===== src/design/ubrl_pkg.sv =====
// ubrl_pkg: constants and types shared by the serial RAM boot loader.
// Assumes nothing of its surroundings; imported by every design file.
package ubrl_pkg;

    // ------------------------------------------------------------------
    // protocol bytes
    // ------------------------------------------------------------------
    localparam logic [7:0] SYNC_BYTE    = 8'h86; // baud sync and its echo
    localparam logic [7:0] CMD_RAM_LOAD = 8'h10; // ram load command
    localparam logic [7:0] ACK_OK       = 8'h10; // field accepted
    localparam logic [7:0] ACK_SUM_ERR  = 8'h11; // checksum or password
    localparam logic [7:0] ACK_COMM_ERR = 8'h18; // receive error in field
    localparam logic [3:0] LOW_COMM     = 4'h8;  // command receive error
    localparam logic [3:0] LOW_PROT     = 4'h6;  // protection active
    localparam logic [3:0] LOW_BADCMD   = 4'h1;  // unknown command
    localparam logic [7:0] SUM_ZERO     = 8'h00; // good field sum

    // ------------------------------------------------------------------
    // field layout
    // ------------------------------------------------------------------
    localparam int PWD_BYTES = 12; // password length
    localparam int HDR_BYTES = 6;  // four address bytes, two count bytes
    localparam int ADDR_W    = 32;
    localparam int LEN_W     = 16;

    // ------------------------------------------------------------------
    // baud measurement
    // ------------------------------------------------------------------
    // the sync byte starts with start bit and a zero bit: a low run of
    // two bit times, followed by eight more bit times up to the stop end
    localparam int SYNC_LOW_BITS  = 2;
    localparam int SYNC_REST_BITS = 8;
    localparam int MIN_BIT_CYC    = 4; // shortest bit the receiver serves

    // ------------------------------------------------------------------
    // loader states
    // ------------------------------------------------------------------
    typedef enum logic [3:0] {
        UBRL_WAIT_START,
        UBRL_MEASURE,
        UBRL_SKIP,
        UBRL_DEAD,
        UBRL_CMD,
        UBRL_PWD,
        UBRL_HDR,
        UBRL_DATA,
        UBRL_SEND,
        UBRL_JUMP,
        UBRL_DONE
    } ubrl_state_t;

    // ram write port carried as one group
    typedef struct packed {
        logic              we;
        logic [ADDR_W-1:0] addr;
        logic [7:0]        data;
    } ubrl_ram_wr_t;

endpackage : ubrl_pkg


===== src/design/ubrl_loader.sv =====
// ubrl_loader: serial boot loader running the ram load session.
// Assumes the serial line idles high from reset, that the stored password
// and the protection level are stable, and that the ram accepts one
// write per cycle.
//
// How it works
// - receiver off; first low run times baud
// - unusable baud: stop silently, no reply
// - load baud, enable receiver, then send sync
// - command receive error replies low nibble 8
// - good command, no protection: echo, load
// - protection active replies low nibble 6
// - unknown command replies low nibble 1
// - twelve password bytes compared in order
// - nonzero field sum replies checksum error
// - receive error replies comm error first
// - password mismatch replies checksum error code
// - good password replies ok, header follows
// - header checked alike; ok lets payload follow
// - payload written to successive ram addresses
// - after final ok, jump to start
`timescale 1ns/1ps
module ubrl_loader #(
    parameter int CNT_W = 16,
    parameter int DEPTH = 2
) (
    input  wire logic                              ref_clk_in,
    input  wire logic                              rst_in,
    input  wire logic                              serial_rx_in,
    output logic                                   serial_tx_out,
    input  wire logic                              protect_active_in,
    input  wire logic [ubrl_pkg::PWD_BYTES*8-1:0]  password_in,
    output ubrl_pkg::ubrl_ram_wr_t                 ram_wr_out,
    output logic                                   jump_out,
    output logic [ubrl_pkg::ADDR_W-1:0]            jump_addr_out,
    output logic                                   session_dead_out,
    output logic                                   receive_enable_bit_out,
    output logic [CNT_W-1:0]                       baud_divider_control_out,
    output logic                                   baud_fraction_adjust_out
);
    import ubrl_pkg::*;

    localparam logic [CNT_W-1:0] MIN_RUN =
        CNT_W'(SYNC_LOW_BITS * MIN_BIT_CYC);
    localparam logic [LEN_W-1:0] PWD_END = LEN_W'(PWD_BYTES);
    localparam logic [LEN_W-1:0] HDR_END = LEN_W'(HDR_BYTES);
    localparam logic [3:0]       REST    = 4'(SYNC_REST_BITS);

    if (CNT_W < 6 || CNT_W > 24 || SYNC_LOW_BITS != 2) begin : g_chk
        $error("ubrl_loader: unsupported parameter values");
    end

    typedef struct packed {
        ubrl_state_t             st;
        ubrl_state_t             ret;
        logic [CNT_W-1:0]        cnt;
        logic [3:0]              bitn;
        logic [CNT_W-1:0]        div;
        logic                    frac;
        logic                    rxen;
        logic                    dead;
        logic [7:0]              last_cmd;
        logic [7:0]              reply;
        logic [LEN_W-1:0]        idx;
        logic [7:0]              sum;
        logic                    err;
        logic                    pw_ok;
        logic [ADDR_W+LEN_W-1:0] hdr;
        logic [ADDR_W-1:0]       ptr;
        ubrl_ram_wr_t            wr;
        logic                    jump;
    } ubrl_loader_st_t;

    ubrl_loader_st_t s_r;
    ubrl_loader_st_t s_nxt;
    logic            rx_valid;
    logic [7:0]      rx_data;
    logic            rx_error;
    logic            tx_valid;
    logic            tx_ready;
    logic            tx_idle;
    logic [7:0]      sum_all;

    // verdict on a closed field: receive error outranks checksum
    function automatic logic [7:0] verdict(input logic e,
                                           input logic [7:0] s);
        if (e) begin
            verdict = ACK_COMM_ERR;
        end else if (s != SUM_ZERO) begin
            verdict = ACK_SUM_ERR;
        end else begin
            verdict = ACK_OK;
        end
    endfunction : verdict

    // ------------------------------------------------------------------
    // serial line
    // ------------------------------------------------------------------
    ubrl_uart #(
        .DATA_W (8),
        .DEPTH  (DEPTH),
        .CNT_W  (CNT_W)
    ) u_uart (
        .ref_clk_in    (ref_clk_in),
        .rst_in        (rst_in),
        .bit_div_in    (s_r.div),
        .frac_in       (s_r.frac),
        .rx_enable_in  (s_r.rxen),
        .serial_rx_in  (serial_rx_in),
        .rx_valid_out  (rx_valid),
        .rx_data_out   (rx_data),
        .rx_error_out  (rx_error),
        .tx_valid_in   (tx_valid),
        .tx_data_in    (s_r.reply),
        .tx_ready_out  (tx_ready),
        .tx_idle_out   (tx_idle),
        .serial_tx_out (serial_tx_out)
    );

    // a reply is offered while waiting in the send state
    assign tx_valid = (s_r.st == UBRL_SEND);
    assign sum_all  = s_r.sum + rx_data;

    // ------------------------------------------------------------------
    // session sequencer
    // ------------------------------------------------------------------
    always_comb begin
        s_nxt       = s_r;
        s_nxt.wr.we = 1'b0;
        s_nxt.jump  = 1'b0;
        case (s_r.st)
            UBRL_WAIT_START: begin
                // receiver stays off while the sync byte is timed
                if (!serial_rx_in) begin
                    s_nxt.st  = UBRL_MEASURE;
                    s_nxt.cnt = {{(CNT_W-1){1'b0}}, 1'b1};
                end
            end
            UBRL_MEASURE: begin
                if (!serial_rx_in) begin
                    if (&s_r.cnt) begin
                        s_nxt.st = UBRL_DEAD;
                    end else begin
                        s_nxt.cnt = s_r.cnt + 1'b1;
                    end
                end else if (s_r.cnt < MIN_RUN) begin
                    s_nxt.st = UBRL_DEAD;
                end else begin
                    // two bit times measured: halve, keep the half cycle
                    s_nxt.div  = {1'b0, s_r.cnt[CNT_W-1:1]};
                    s_nxt.frac = s_r.cnt[0];
                    s_nxt.bitn = '0;
                    s_nxt.cnt  = {1'b0, s_r.cnt[CNT_W-1:1]} - 1'b1;
                    s_nxt.st   = UBRL_SKIP;
                end
            end
            UBRL_SKIP: begin
                // let the rest of the sync byte pass before listening
                if (s_r.cnt != '0) begin
                    s_nxt.cnt = s_r.cnt - 1'b1;
                end else if (s_r.bitn == REST - 4'h1) begin
                    s_nxt.rxen  = 1'b1;
                    s_nxt.reply = SYNC_BYTE;
                    s_nxt.ret   = UBRL_CMD;
                    s_nxt.st    = UBRL_SEND;
                end else begin
                    s_nxt.bitn = s_r.bitn + 1'b1;
                    s_nxt.cnt  = s_r.div - 1'b1
                               + {{(CNT_W-1){1'b0}},
                                  s_r.frac & ~s_r.bitn[0]};
                end
            end
            UBRL_DEAD: begin
                s_nxt.dead = 1'b1;
            end
            UBRL_CMD: begin
                if (rx_valid) begin
                    s_nxt.st  = UBRL_SEND;
                    s_nxt.ret = UBRL_CMD;
                    if (rx_error) begin
                        s_nxt.reply = {s_r.last_cmd[7:4], LOW_COMM};
                    end else begin
                        s_nxt.last_cmd = rx_data;
                        if (rx_data != CMD_RAM_LOAD) begin
                            s_nxt.reply = {s_r.last_cmd[7:4],
                                           LOW_BADCMD};
                        end else if (protect_active_in) begin
                            s_nxt.reply = {s_r.last_cmd[7:4],
                                           LOW_PROT};
                        end else begin
                            s_nxt.reply = rx_data;
                            s_nxt.ret   = UBRL_PWD;
                            s_nxt.idx   = '0;
                            s_nxt.sum   = '0;
                            s_nxt.err   = 1'b0;
                            s_nxt.pw_ok = 1'b1;
                        end
                    end
                end
            end
            UBRL_PWD: begin
                if (rx_valid) begin
                    s_nxt.err = s_r.err | rx_error;
                    if (s_r.idx != PWD_END) begin
                        // byte n meets stored byte n
                        s_nxt.pw_ok = s_r.pw_ok & (rx_data ==
                            password_in[8*int'(s_r.idx[3:0]) +: 8]);
                        s_nxt.sum   = sum_all;
                        s_nxt.idx   = s_r.idx + 1'b1;
                    end else begin
                        s_nxt.st    = UBRL_SEND;
                        s_nxt.reply = verdict(s_r.err | rx_error, sum_all);
                        if (s_nxt.reply == ACK_OK && !s_r.pw_ok) begin
                            s_nxt.reply = ACK_SUM_ERR;
                        end
                        s_nxt.ret   = (s_nxt.reply == ACK_OK) ?
                                      UBRL_HDR : UBRL_CMD;
                        s_nxt.idx   = '0;
                        s_nxt.sum   = '0;
                        s_nxt.err   = 1'b0;
                    end
                end
            end
            UBRL_HDR: begin
                if (rx_valid) begin
                    s_nxt.err = s_r.err | rx_error;
                    if (s_r.idx != HDR_END) begin
                        // address high byte first, then count high first
                        s_nxt.hdr = {s_r.hdr[ADDR_W+LEN_W-9:0],
                                     rx_data};
                        s_nxt.sum = sum_all;
                        s_nxt.idx = s_r.idx + 1'b1;
                    end else begin
                        s_nxt.st    = UBRL_SEND;
                        s_nxt.reply = verdict(s_r.err | rx_error,
                                              sum_all);
                        s_nxt.ret   = (s_nxt.reply == ACK_OK) ?
                                      UBRL_DATA : UBRL_CMD;
                        s_nxt.ptr   = s_r.hdr[ADDR_W+LEN_W-1:LEN_W];
                        s_nxt.idx   = '0;
                        s_nxt.sum   = '0;
                        s_nxt.err   = 1'b0;
                    end
                end
            end
            UBRL_DATA: begin
                if (rx_valid) begin
                    s_nxt.err = s_r.err | rx_error;
                    if (s_r.idx != s_r.hdr[LEN_W-1:0]) begin
                        s_nxt.wr.we   = 1'b1;
                        s_nxt.wr.addr = s_r.ptr;
                        s_nxt.wr.data = rx_data;
                        s_nxt.ptr     = s_r.ptr + 1'b1;
                        s_nxt.sum     = sum_all;
                        s_nxt.idx     = s_r.idx + 1'b1;
                    end else begin
                        s_nxt.st    = UBRL_SEND;
                        s_nxt.reply = verdict(s_r.err | rx_error, sum_all);
                        s_nxt.ret   = (s_nxt.reply == ACK_OK) ?
                                      UBRL_JUMP : UBRL_CMD;
                    end
                end
            end
            UBRL_SEND: begin
                if (tx_ready) begin
                    s_nxt.st = s_r.ret;
                end
            end
            UBRL_JUMP: begin
                // hand over only once the last reply has left the pin
                if (tx_idle) begin
                    s_nxt.jump = 1'b1;
                    s_nxt.st   = UBRL_DONE;
                end
            end
            default: begin
                s_nxt.st = UBRL_DONE;
            end
        endcase
    end

    // ------------------------------------------------------------------
    // registers
    // ------------------------------------------------------------------
    always_ff @(posedge ref_clk_in or posedge rst_in) begin
        if (rst_in) begin
            s_r     <= '0;
            s_r.st  <= UBRL_WAIT_START;
            s_r.ret <= UBRL_CMD;
        end else begin
            s_r <= s_nxt;
        end
    end

    // outputs straight from state flops
    assign ram_wr_out               = s_r.wr;
    assign jump_out                 = s_r.jump;
    assign jump_addr_out            = s_r.hdr[ADDR_W+LEN_W-1:LEN_W];
    assign session_dead_out         = s_r.dead;
    assign receive_enable_bit_out   = s_r.rxen;
    assign baud_divider_control_out = s_r.div;
    assign baud_fraction_adjust_out = s_r.frac;

endmodule : ubrl_loader


===== src/design/ubrl_uart.sv =====
// ubrl_uart: 8n1 receiver and transmitter with a small transmit buffer.
// Assumes the bit time is set before the receiver is enabled and that the
// serial input is synchronous to ref_clk_in.
`timescale 1ns/1ps
module ubrl_uart #(
    parameter int DATA_W = 8,
    parameter int DEPTH  = 2,
    parameter int CNT_W  = 16
) (
    input  wire logic              ref_clk_in,
    input  wire logic              rst_in,
    input  wire logic [CNT_W-1:0]  bit_div_in,
    input  wire logic              frac_in,
    input  wire logic              rx_enable_in,
    input  wire logic              serial_rx_in,
    output logic                   rx_valid_out,
    output logic [DATA_W-1:0]      rx_data_out,
    output logic                   rx_error_out,
    input  wire logic              tx_valid_in,
    input  wire logic [DATA_W-1:0] tx_data_in,
    output logic                   tx_ready_out,
    output logic                   tx_idle_out,
    output logic                   serial_tx_out
);
    import ubrl_pkg::*;

    localparam int PTR_W = (DEPTH > 1) ? $clog2(DEPTH) : 1;

    if (DATA_W < 5 || DATA_W > 12 || DEPTH < 2 || CNT_W < 4) begin : g_chk
        $error("ubrl_uart: unsupported parameter values");
    end

    typedef struct packed {
        logic                         rx_busy;
        logic [CNT_W-1:0]             rx_cnt;
        logic [3:0]                   rx_bit;
        logic [DATA_W-1:0]            rx_sh;
        logic                         rx_valid;
        logic [DATA_W-1:0]            rx_data;
        logic                         rx_err;
        logic                         tx_busy;
        logic [CNT_W-1:0]             tx_cnt;
        logic [3:0]                   tx_bit;
        logic [DATA_W+1:0]            tx_sh;
        logic                         tx_line;
        logic [DEPTH-1:0][DATA_W-1:0] mem;
        logic [PTR_W-1:0]             wp;
        logic [PTR_W-1:0]             rp;
        logic [PTR_W:0]               used;
    } ubrl_uart_st_t;

    ubrl_uart_st_t s_r;
    ubrl_uart_st_t s_nxt;
    logic          push;
    logic          pop;

    // cycles of one bit less one; odd bits take the half-cycle fraction
    function automatic logic [CNT_W-1:0] bit_len(input logic [3:0] b);
        bit_len = bit_div_in - 1'b1 + {{(CNT_W-1){1'b0}}, frac_in & b[0]};
    endfunction : bit_len

    function automatic logic [PTR_W-1:0] ptr_inc(input logic [PTR_W-1:0] p);
        ptr_inc = (p == PTR_W'(DEPTH - 1)) ? '0 : p + 1'b1;
    endfunction : ptr_inc

    // buffer handshake; a full buffer stalls the loader
    assign tx_ready_out = (s_r.used < (PTR_W+1)'(DEPTH));
    assign push         = tx_valid_in & tx_ready_out;
    assign pop          = ~s_r.tx_busy & (s_r.used != '0);

    // ------------------------------------------------------------------
    // next state
    // ------------------------------------------------------------------
    always_comb begin
        s_nxt          = s_r;
        s_nxt.rx_valid = 1'b0;
        // receiver: half bit to the start middle, then whole bits
        if (!rx_enable_in) begin
            s_nxt.rx_busy = 1'b0;
        end else if (!s_r.rx_busy) begin
            if (!serial_rx_in) begin
                s_nxt.rx_busy = 1'b1;
                s_nxt.rx_bit  = '0;
                s_nxt.rx_cnt  = {1'b0, bit_div_in[CNT_W-1:1]};
            end
        end else if (s_r.rx_cnt != '0) begin
            s_nxt.rx_cnt = s_r.rx_cnt - 1'b1;
        end else if (s_r.rx_bit == '0) begin
            s_nxt.rx_busy = ~serial_rx_in; // glitch is no start
            s_nxt.rx_bit  = 4'h1;
            s_nxt.rx_cnt  = bit_len(4'h1);
        end else if (s_r.rx_bit <= 4'(DATA_W)) begin
            s_nxt.rx_sh  = {serial_rx_in, s_r.rx_sh[DATA_W-1:1]};
            s_nxt.rx_bit = s_r.rx_bit + 1'b1;
            s_nxt.rx_cnt = bit_len(s_r.rx_bit + 1'b1);
        end else begin
            s_nxt.rx_busy  = 1'b0;
            s_nxt.rx_valid = 1'b1;
            s_nxt.rx_data  = s_r.rx_sh;
            s_nxt.rx_err   = ~serial_rx_in; // framing error
        end
        // transmitter: start, data lsb first, one stop
        if (pop) begin
            s_nxt.tx_busy = 1'b1;
            s_nxt.tx_sh   = {1'b1, s_r.mem[s_r.rp], 1'b0};
            s_nxt.tx_bit  = '0;
            s_nxt.tx_cnt  = bit_len(4'h0);
            s_nxt.rp      = ptr_inc(s_r.rp);
        end else if (s_r.tx_busy) begin
            if (s_r.tx_cnt != '0) begin
                s_nxt.tx_cnt = s_r.tx_cnt - 1'b1;
            end else if (s_r.tx_bit == 4'(DATA_W + 1)) begin
                s_nxt.tx_busy = 1'b0;
            end else begin
                s_nxt.tx_sh  = {1'b1, s_r.tx_sh[DATA_W+1:1]};
                s_nxt.tx_bit = s_r.tx_bit + 1'b1;
                s_nxt.tx_cnt = bit_len(s_r.tx_bit + 1'b1);
            end
        end
        s_nxt.tx_line = s_nxt.tx_busy ? s_nxt.tx_sh[0] : 1'b1;
        // buffer fill side
        if (push) begin
            s_nxt.mem[s_r.wp] = tx_data_in;
            s_nxt.wp          = ptr_inc(s_r.wp);
        end
        s_nxt.used = s_r.used + {{PTR_W{1'b0}}, push}
                   - {{PTR_W{1'b0}}, pop};
    end

    // ------------------------------------------------------------------
    // registers
    // ------------------------------------------------------------------
    always_ff @(posedge ref_clk_in or posedge rst_in) begin
        if (rst_in) begin
            s_r         <= '0;
            s_r.tx_line <= 1'b1;
        end else begin
            s_r <= s_nxt;
        end
    end

    assign rx_valid_out  = s_r.rx_valid;
    assign rx_data_out   = s_r.rx_data;
    assign rx_error_out  = s_r.rx_err;
    assign serial_tx_out = s_r.tx_line;
    assign tx_idle_out   = ~s_r.tx_busy & (s_r.used == '0);

endmodule : ubrl_uart


===== config.mk =====
export PLATFORM = sky130hd
export DESIGN_NAME = ubrl_loader
export DESIGN_NICKNAME = d
export VERILOG_FILES = /design/src/design/ubrl_pkg.sv /design/src/design/ubrl_loader.sv /design/src/design/ubrl_uart.sv
export SDC_FILE = /design/constraint.sdc
export NUM_CORES = 1
export LEC_CHECK = 0
export BUFFER_PORTS_ARGS = -buffer_cell sky130_fd_sc_hd__buf_2
export CORE_UTILIZATION = 50
export CTS_BUF_LIST = sky130_fd_sc_hd__clkbuf_8
export DETAILED_ROUTE_END_ITERATION = 12
export GPL_TIMING_DRIVEN = 1
export HOLD_SLACK_MARGIN = 0.1
export MAX_ROUTING_LAYER = met4
export PLACE_DENSITY = 0.66
export SLEW_MARGIN = 20
export SYNTH_ARGS = -nofsm -noshare
export SYNTH_HDL_FRONTEND = slang
export SYNTH_SLANG_ARGS = --single-unit

===== constraint.sdc =====
create_clock -name ref_clk_in -period 15.4 [get_ports ref_clk_in]
set_clock_uncertainty 0.2 [all_clocks]
set_input_delay 2.31 -clock ref_clk_in [delete_from_list [all_inputs] [get_ports ref_clk_in]]
set_output_delay 2.31 -clock ref_clk_in [all_outputs]
set_load 0.05 [all_outputs]

==> impl_summary.log <==
[metrics] outcome: complete, but fails checks
[metrics] violations in the final reports: DRC
[metrics] CP startpoint kind: input port
[metrics] area share of the largest cell type after synthesis: 40.51%
[metrics] fraction of power consumed by the clock network: 25.7%
[metrics] slew at the pin closest to its max-slew limit: between 1 and 1.5 ns
[metrics] Post-Syn Area: around 0.018 mm2
[metrics] initial core utilization: 50.99%
[metrics] Setup TNS: 0 ns
[metrics] final setup vio count: 0
[metrics] count of TritonRoute iterations in the first routing pass: 13
[metrics] sequential cell area fraction in the yosys report: 40.80%
[metrics] Final ANT Viol Nets: 0
[metrics] nets: between 2k and 2.5k
[metrics] non-filler cells, final: 2579
[metrics] fraction of power spent switching nets: a little over two fifths
[metrics] utilization after layout: between 50% and 60%
[metrics] peak clock frequency supported by timing: about 220 MHz
[metrics] post-route worst hold slack: between 0.2 and 0.3 ns
[metrics] antenna violations before repair: 0
[metrics] Static Leakage: between 9 and 10 nW
[metrics] Final Hold Vio Count: 0
[metrics] placeable core area: about 0.036 mm2
[metrics] CP required: ~16 ns
[metrics] NetSw: approximately 1.2 mW
[metrics] CTS tree: done
[metrics] Root Buffer Master: sky130_fd_sc_hd__clkbuf_8
[metrics] Avg Cell Area, Syn: 8.973 um2
[metrics] buffers added on ports: between 150 and 200
[metrics] Synth async-reset ratio: 100.0%
[metrics] final weighted congestion in routability-driven placement: 0.9543
[metrics] post-place instance area: around 0.019 mm2
[metrics] GRT Total Usage: 26.93%
[metrics] Hold-fix buffers, CTS: 0
[metrics] Max Transition Viols Final: 0
[metrics] dominant register cell in the synthesized netlist: sky130_fd_sc_hd__dfrtp_1
[metrics] cell types with the largest area share after synthesis: sky130_fd_sc_hd__dfrtp_1 (41%), sky130_fd_sc_hd__nand2_1 (6.9%), sky130_fd_sc_hd__o21ai_0 (4.9%)
[metrics] Int Power: about 1.6 mW
[metrics] FF+latch count, synth: ~300
[metrics] critical path capture point type: register
[metrics] Clock Latency Late Sink: between 0.6 and 0.7 ns
[metrics] count of mapped cells out of synthesis: 2031
[metrics] worst vdd rail ir drop: approximately 83 uV
[metrics] worst max-slew margin expressed relative to the limit: 26.18%
[metrics] share of the clock period used by the worst path: 30.04%
[metrics] pwr dens: approximately 140 mW/mm2
[metrics] cts bufs inserted: slightly above 50
[metrics] width of the chip: ~190 um
[metrics] logic gate share of total power: around 38%
[metrics] Net Count, Synth: between 2k and 2.5k
[metrics] first-pass GRT wire length: ~78000 um
[metrics] leading area contributor after synthesis: sky130_fd_sc_hd__dfrtp_1
[metrics] number of buffers added for setup after CTS: 0
[metrics] arrival time of the worst setup path: approximately 5 ns
[metrics] fraction of final layout cells sized beyond drive strength 1: between 10% and 20%
[metrics] Resized cells post-CTS: 0
[metrics] CTS Buffer Depth: 3
[metrics] gr ovfl total: 0
[metrics] post-layout instance area: ~0.020 mm2
[metrics] detailed placer's ending HPWL: 33390 um
[metrics] least setup slack across all paths after layout: approximately 11 ns
[metrics] maximum fanout along the worst path: 27
[metrics] RSZ-0062 raised after global routing: no
[metrics] floorplan die height: just under 200 um
[metrics] number of global-route vias before repair: around 15k
[metrics] H-tree depth reported by CTS: 2
[metrics] total chip power: 2.838 mW
[metrics] number of top-level pins: slightly below 200
[metrics] drc violations: 9
[metrics] register clock-pin slew on the reported worst setup and hold paths: ~0.06 ns
[metrics] final critical path time including I/O delays and setup: 4.627 ns
[metrics] number of warnings printed during yosys synthesis: 0
[metrics] via density per instance: between 5 and 6
[metrics] startpoint-to-endpoint class of the critical path: input port to register
[metrics] Core Rows: slightly below 70
[metrics] Hold Crit Class: register to register
[metrics] worst slack after detailed placement: roughly 10 ns
[metrics] drt initial violations: between 1k and 1.5k
[metrics] Fillers: approximately 3.3k
[metrics] placed cells: about 2.5k
[metrics] detailed-route wire length per cell: between 15 and 20 um
[metrics] number of distinct standard cells referenced by the synthesized netlist: 84
[metrics] worst reg2reg setup slack: ~11 ns
[metrics] Routed WL: between 40000 and 50000 um
[metrics] Clock Sinks: between 200 and 300
[metrics] total vias in the final route: roughly 15k
[metrics] area of the die: between 0.03 and 0.04 mm2
[metrics] sequential power share: 36.4%
[metrics] count of max-cap constraint violations: 0
[metrics] Antenna Diode Count: 0
[metrics] area growth from synthesis to layout: 8.637%
[metrics] Post-synth EDFFs: 0
[metrics] largest net degree at the start of global routing: 150
==> flip-flops by register name, summed over array words and instances, names as in the netlist, 8 cells and up <==
signal,count
u_uart.s_r,80
u_uart.rx_data_out,8
jump_addr_out,32
baud_divider_control_out,15
ram_wr_out,41
s_r,114
==> cells in the final DEF, fill, tap and decap left out, types with 29 or more instances in the layout <==
master                     count
sky130_fd_sc_hd__ha_1         30
sky130_fd_sc_hd__and3_1       29
sky130_fd_sc_hd__clkbuf_8     68
sky130_fd_sc_hd__a21oi_1      77
sky130_fd_sc_hd__buf_2       192
sky130_fd_sc_hd__dfrtp_1     294
sky130_fd_sc_hd__nand2_1     332
sky130_fd_sc_hd__nor3_1       55
sky130_fd_sc_hd__nand3_1      47
sky130_fd_sc_hd__o21ai_0     177
sky130_fd_sc_hd__inv_1        63
sky130_fd_sc_hd__nor2_1      115
sky130_fd_sc_hd__xor2_1       48
sky130_fd_sc_hd__mux2_2       78
sky130_fd_sc_hd__xnor2_1      76
==> power groups by stage <==
stage,combinational (mW),sequential (mW),clock [mW]
floorplan,0.872,0.951,0
global placement,1.04,1.04,0
detailed placement,1.05,1.04,0
CTS,1.06,1.03,0.747
global route,1.17,1.05,0.783
finish,1.08,1.03,0.728
==> final cells by class <==
class	instances	area [um2]	share of cell area, %
clock buffers	68	935.9	4.727
clock inverters	24	121.4	0.6130
inverters	57	226.5	1.144
multi-input cells	1465	9415	47.56
flip-flops and latches	297	7436	37.56
well taps	461	576.8	2.913
repair buffers	207	1086	5.486
==> worst max-delay path, cell delays in order <==
cell,delay (ns)
sky130_fd_sc_hd__buf_2,0.32
sky130_fd_sc_hd__nor2_1,0.31
sky130_fd_sc_hd__a311oi_1,0.34
sky130_fd_sc_hd__nand3_1,0.72
sky130_fd_sc_hd__or3_1,0.59
sky130_fd_sc_hd__a221o_1,0.31
sky130_fd_sc_hd__nand2_1,0.06
==> layer usage <==
layer / part of all wire, % / vias up / GRT usage, %
li1: - / 7241 / -
met1: 46 / 7403 / 37.77
met2: 45 / 584 / 39.96
met3: 6.9 / 92 / 4.601
met4: 2.0 / 0 / 7.662
met5: 0 / - / -
==> final timing paths <==
check | start | endpoint | cells past startpoint
worst max-delay path | serial_rx_in | s_r[193]$_DFFE_PP0P_ | 7
worst min-delay path | ram_wr_out[23]$_DFFE_PP0P_ | ram_wr_out[23]$_DFFE_PP0P_ | 2
worst max register to register | baud_divider_control_out[0]$_DFFE_PP0P_ | u_uart.s_r[88]$_DFFE_PP0P_ | 10
worst min register to register | ram_wr_out[23]$_DFFE_PP0P_ | ram_wr_out[23]$_DFFE_PP0P_ | 2
max in group asynchronous | rst_in | s_r[183]$_DFFE_PP0P_ | 5
min in group asynchronous | rst_in | ram_wr_out[34]$_DFFE_PP0P_ | 2
==> kinds of logic after synthesis <==
family / Yosys count / share of synthesized area [%]
AO/OA/AOI/OAI: 458 / 15.93
buffers and inverters: 269 / 7.566
adder cells (fa/ha/maj): 31 / 2.170
other: 1 / 0.02058
XOR/XNOR: 124 / 5.959
multiplexers: 120 / 8.774
AND/OR/NAND/NOR: 731 / 18.78
flip-flops: 297 / 40.80
==> Yosys cell counts, types with 13 or more instances <==
cell                       instances
sky130_fd_sc_hd__nand2_1         334
sky130_fd_sc_hd__xnor2_1          76
sky130_fd_sc_hd__xor2_1           48
sky130_fd_sc_hd__o21ai_0         177
sky130_fd_sc_hd__nor3_1           55
sky130_fd_sc_hd__and3_1           29
sky130_fd_sc_hd__nor4_1           25
sky130_fd_sc_hd__a31oi_1          18
sky130_fd_sc_hd__dfrtp_1         295
sky130_fd_sc_hd__a21o_1           15
sky130_fd_sc_hd__nor2_1          115
sky130_fd_sc_hd__o31ai_1          13
sky130_fd_sc_hd__or3_1            15
sky130_fd_sc_hd__a21oi_1          77
sky130_fd_sc_hd__mux2i_1          18
sky130_fd_sc_hd__o22ai_1          21
sky130_fd_sc_hd__nand3_1          47
sky130_fd_sc_hd__inv_1            53
sky130_fd_sc_hd__mux4_2           24
sky130_fd_sc_hd__buf_4            89
sky130_fd_sc_hd__nand4_1          25
sky130_fd_sc_hd__and2_1           14
sky130_fd_sc_hd__mux2_2           78
sky130_fd_sc_hd__clkbuf_1         99
sky130_fd_sc_hd__ha_1             30
sky130_fd_sc_hd__a22o_1           15
sky130_fd_sc_hd__a221o_1          17
Note: power is estimated with default switching activity, not from simulation.
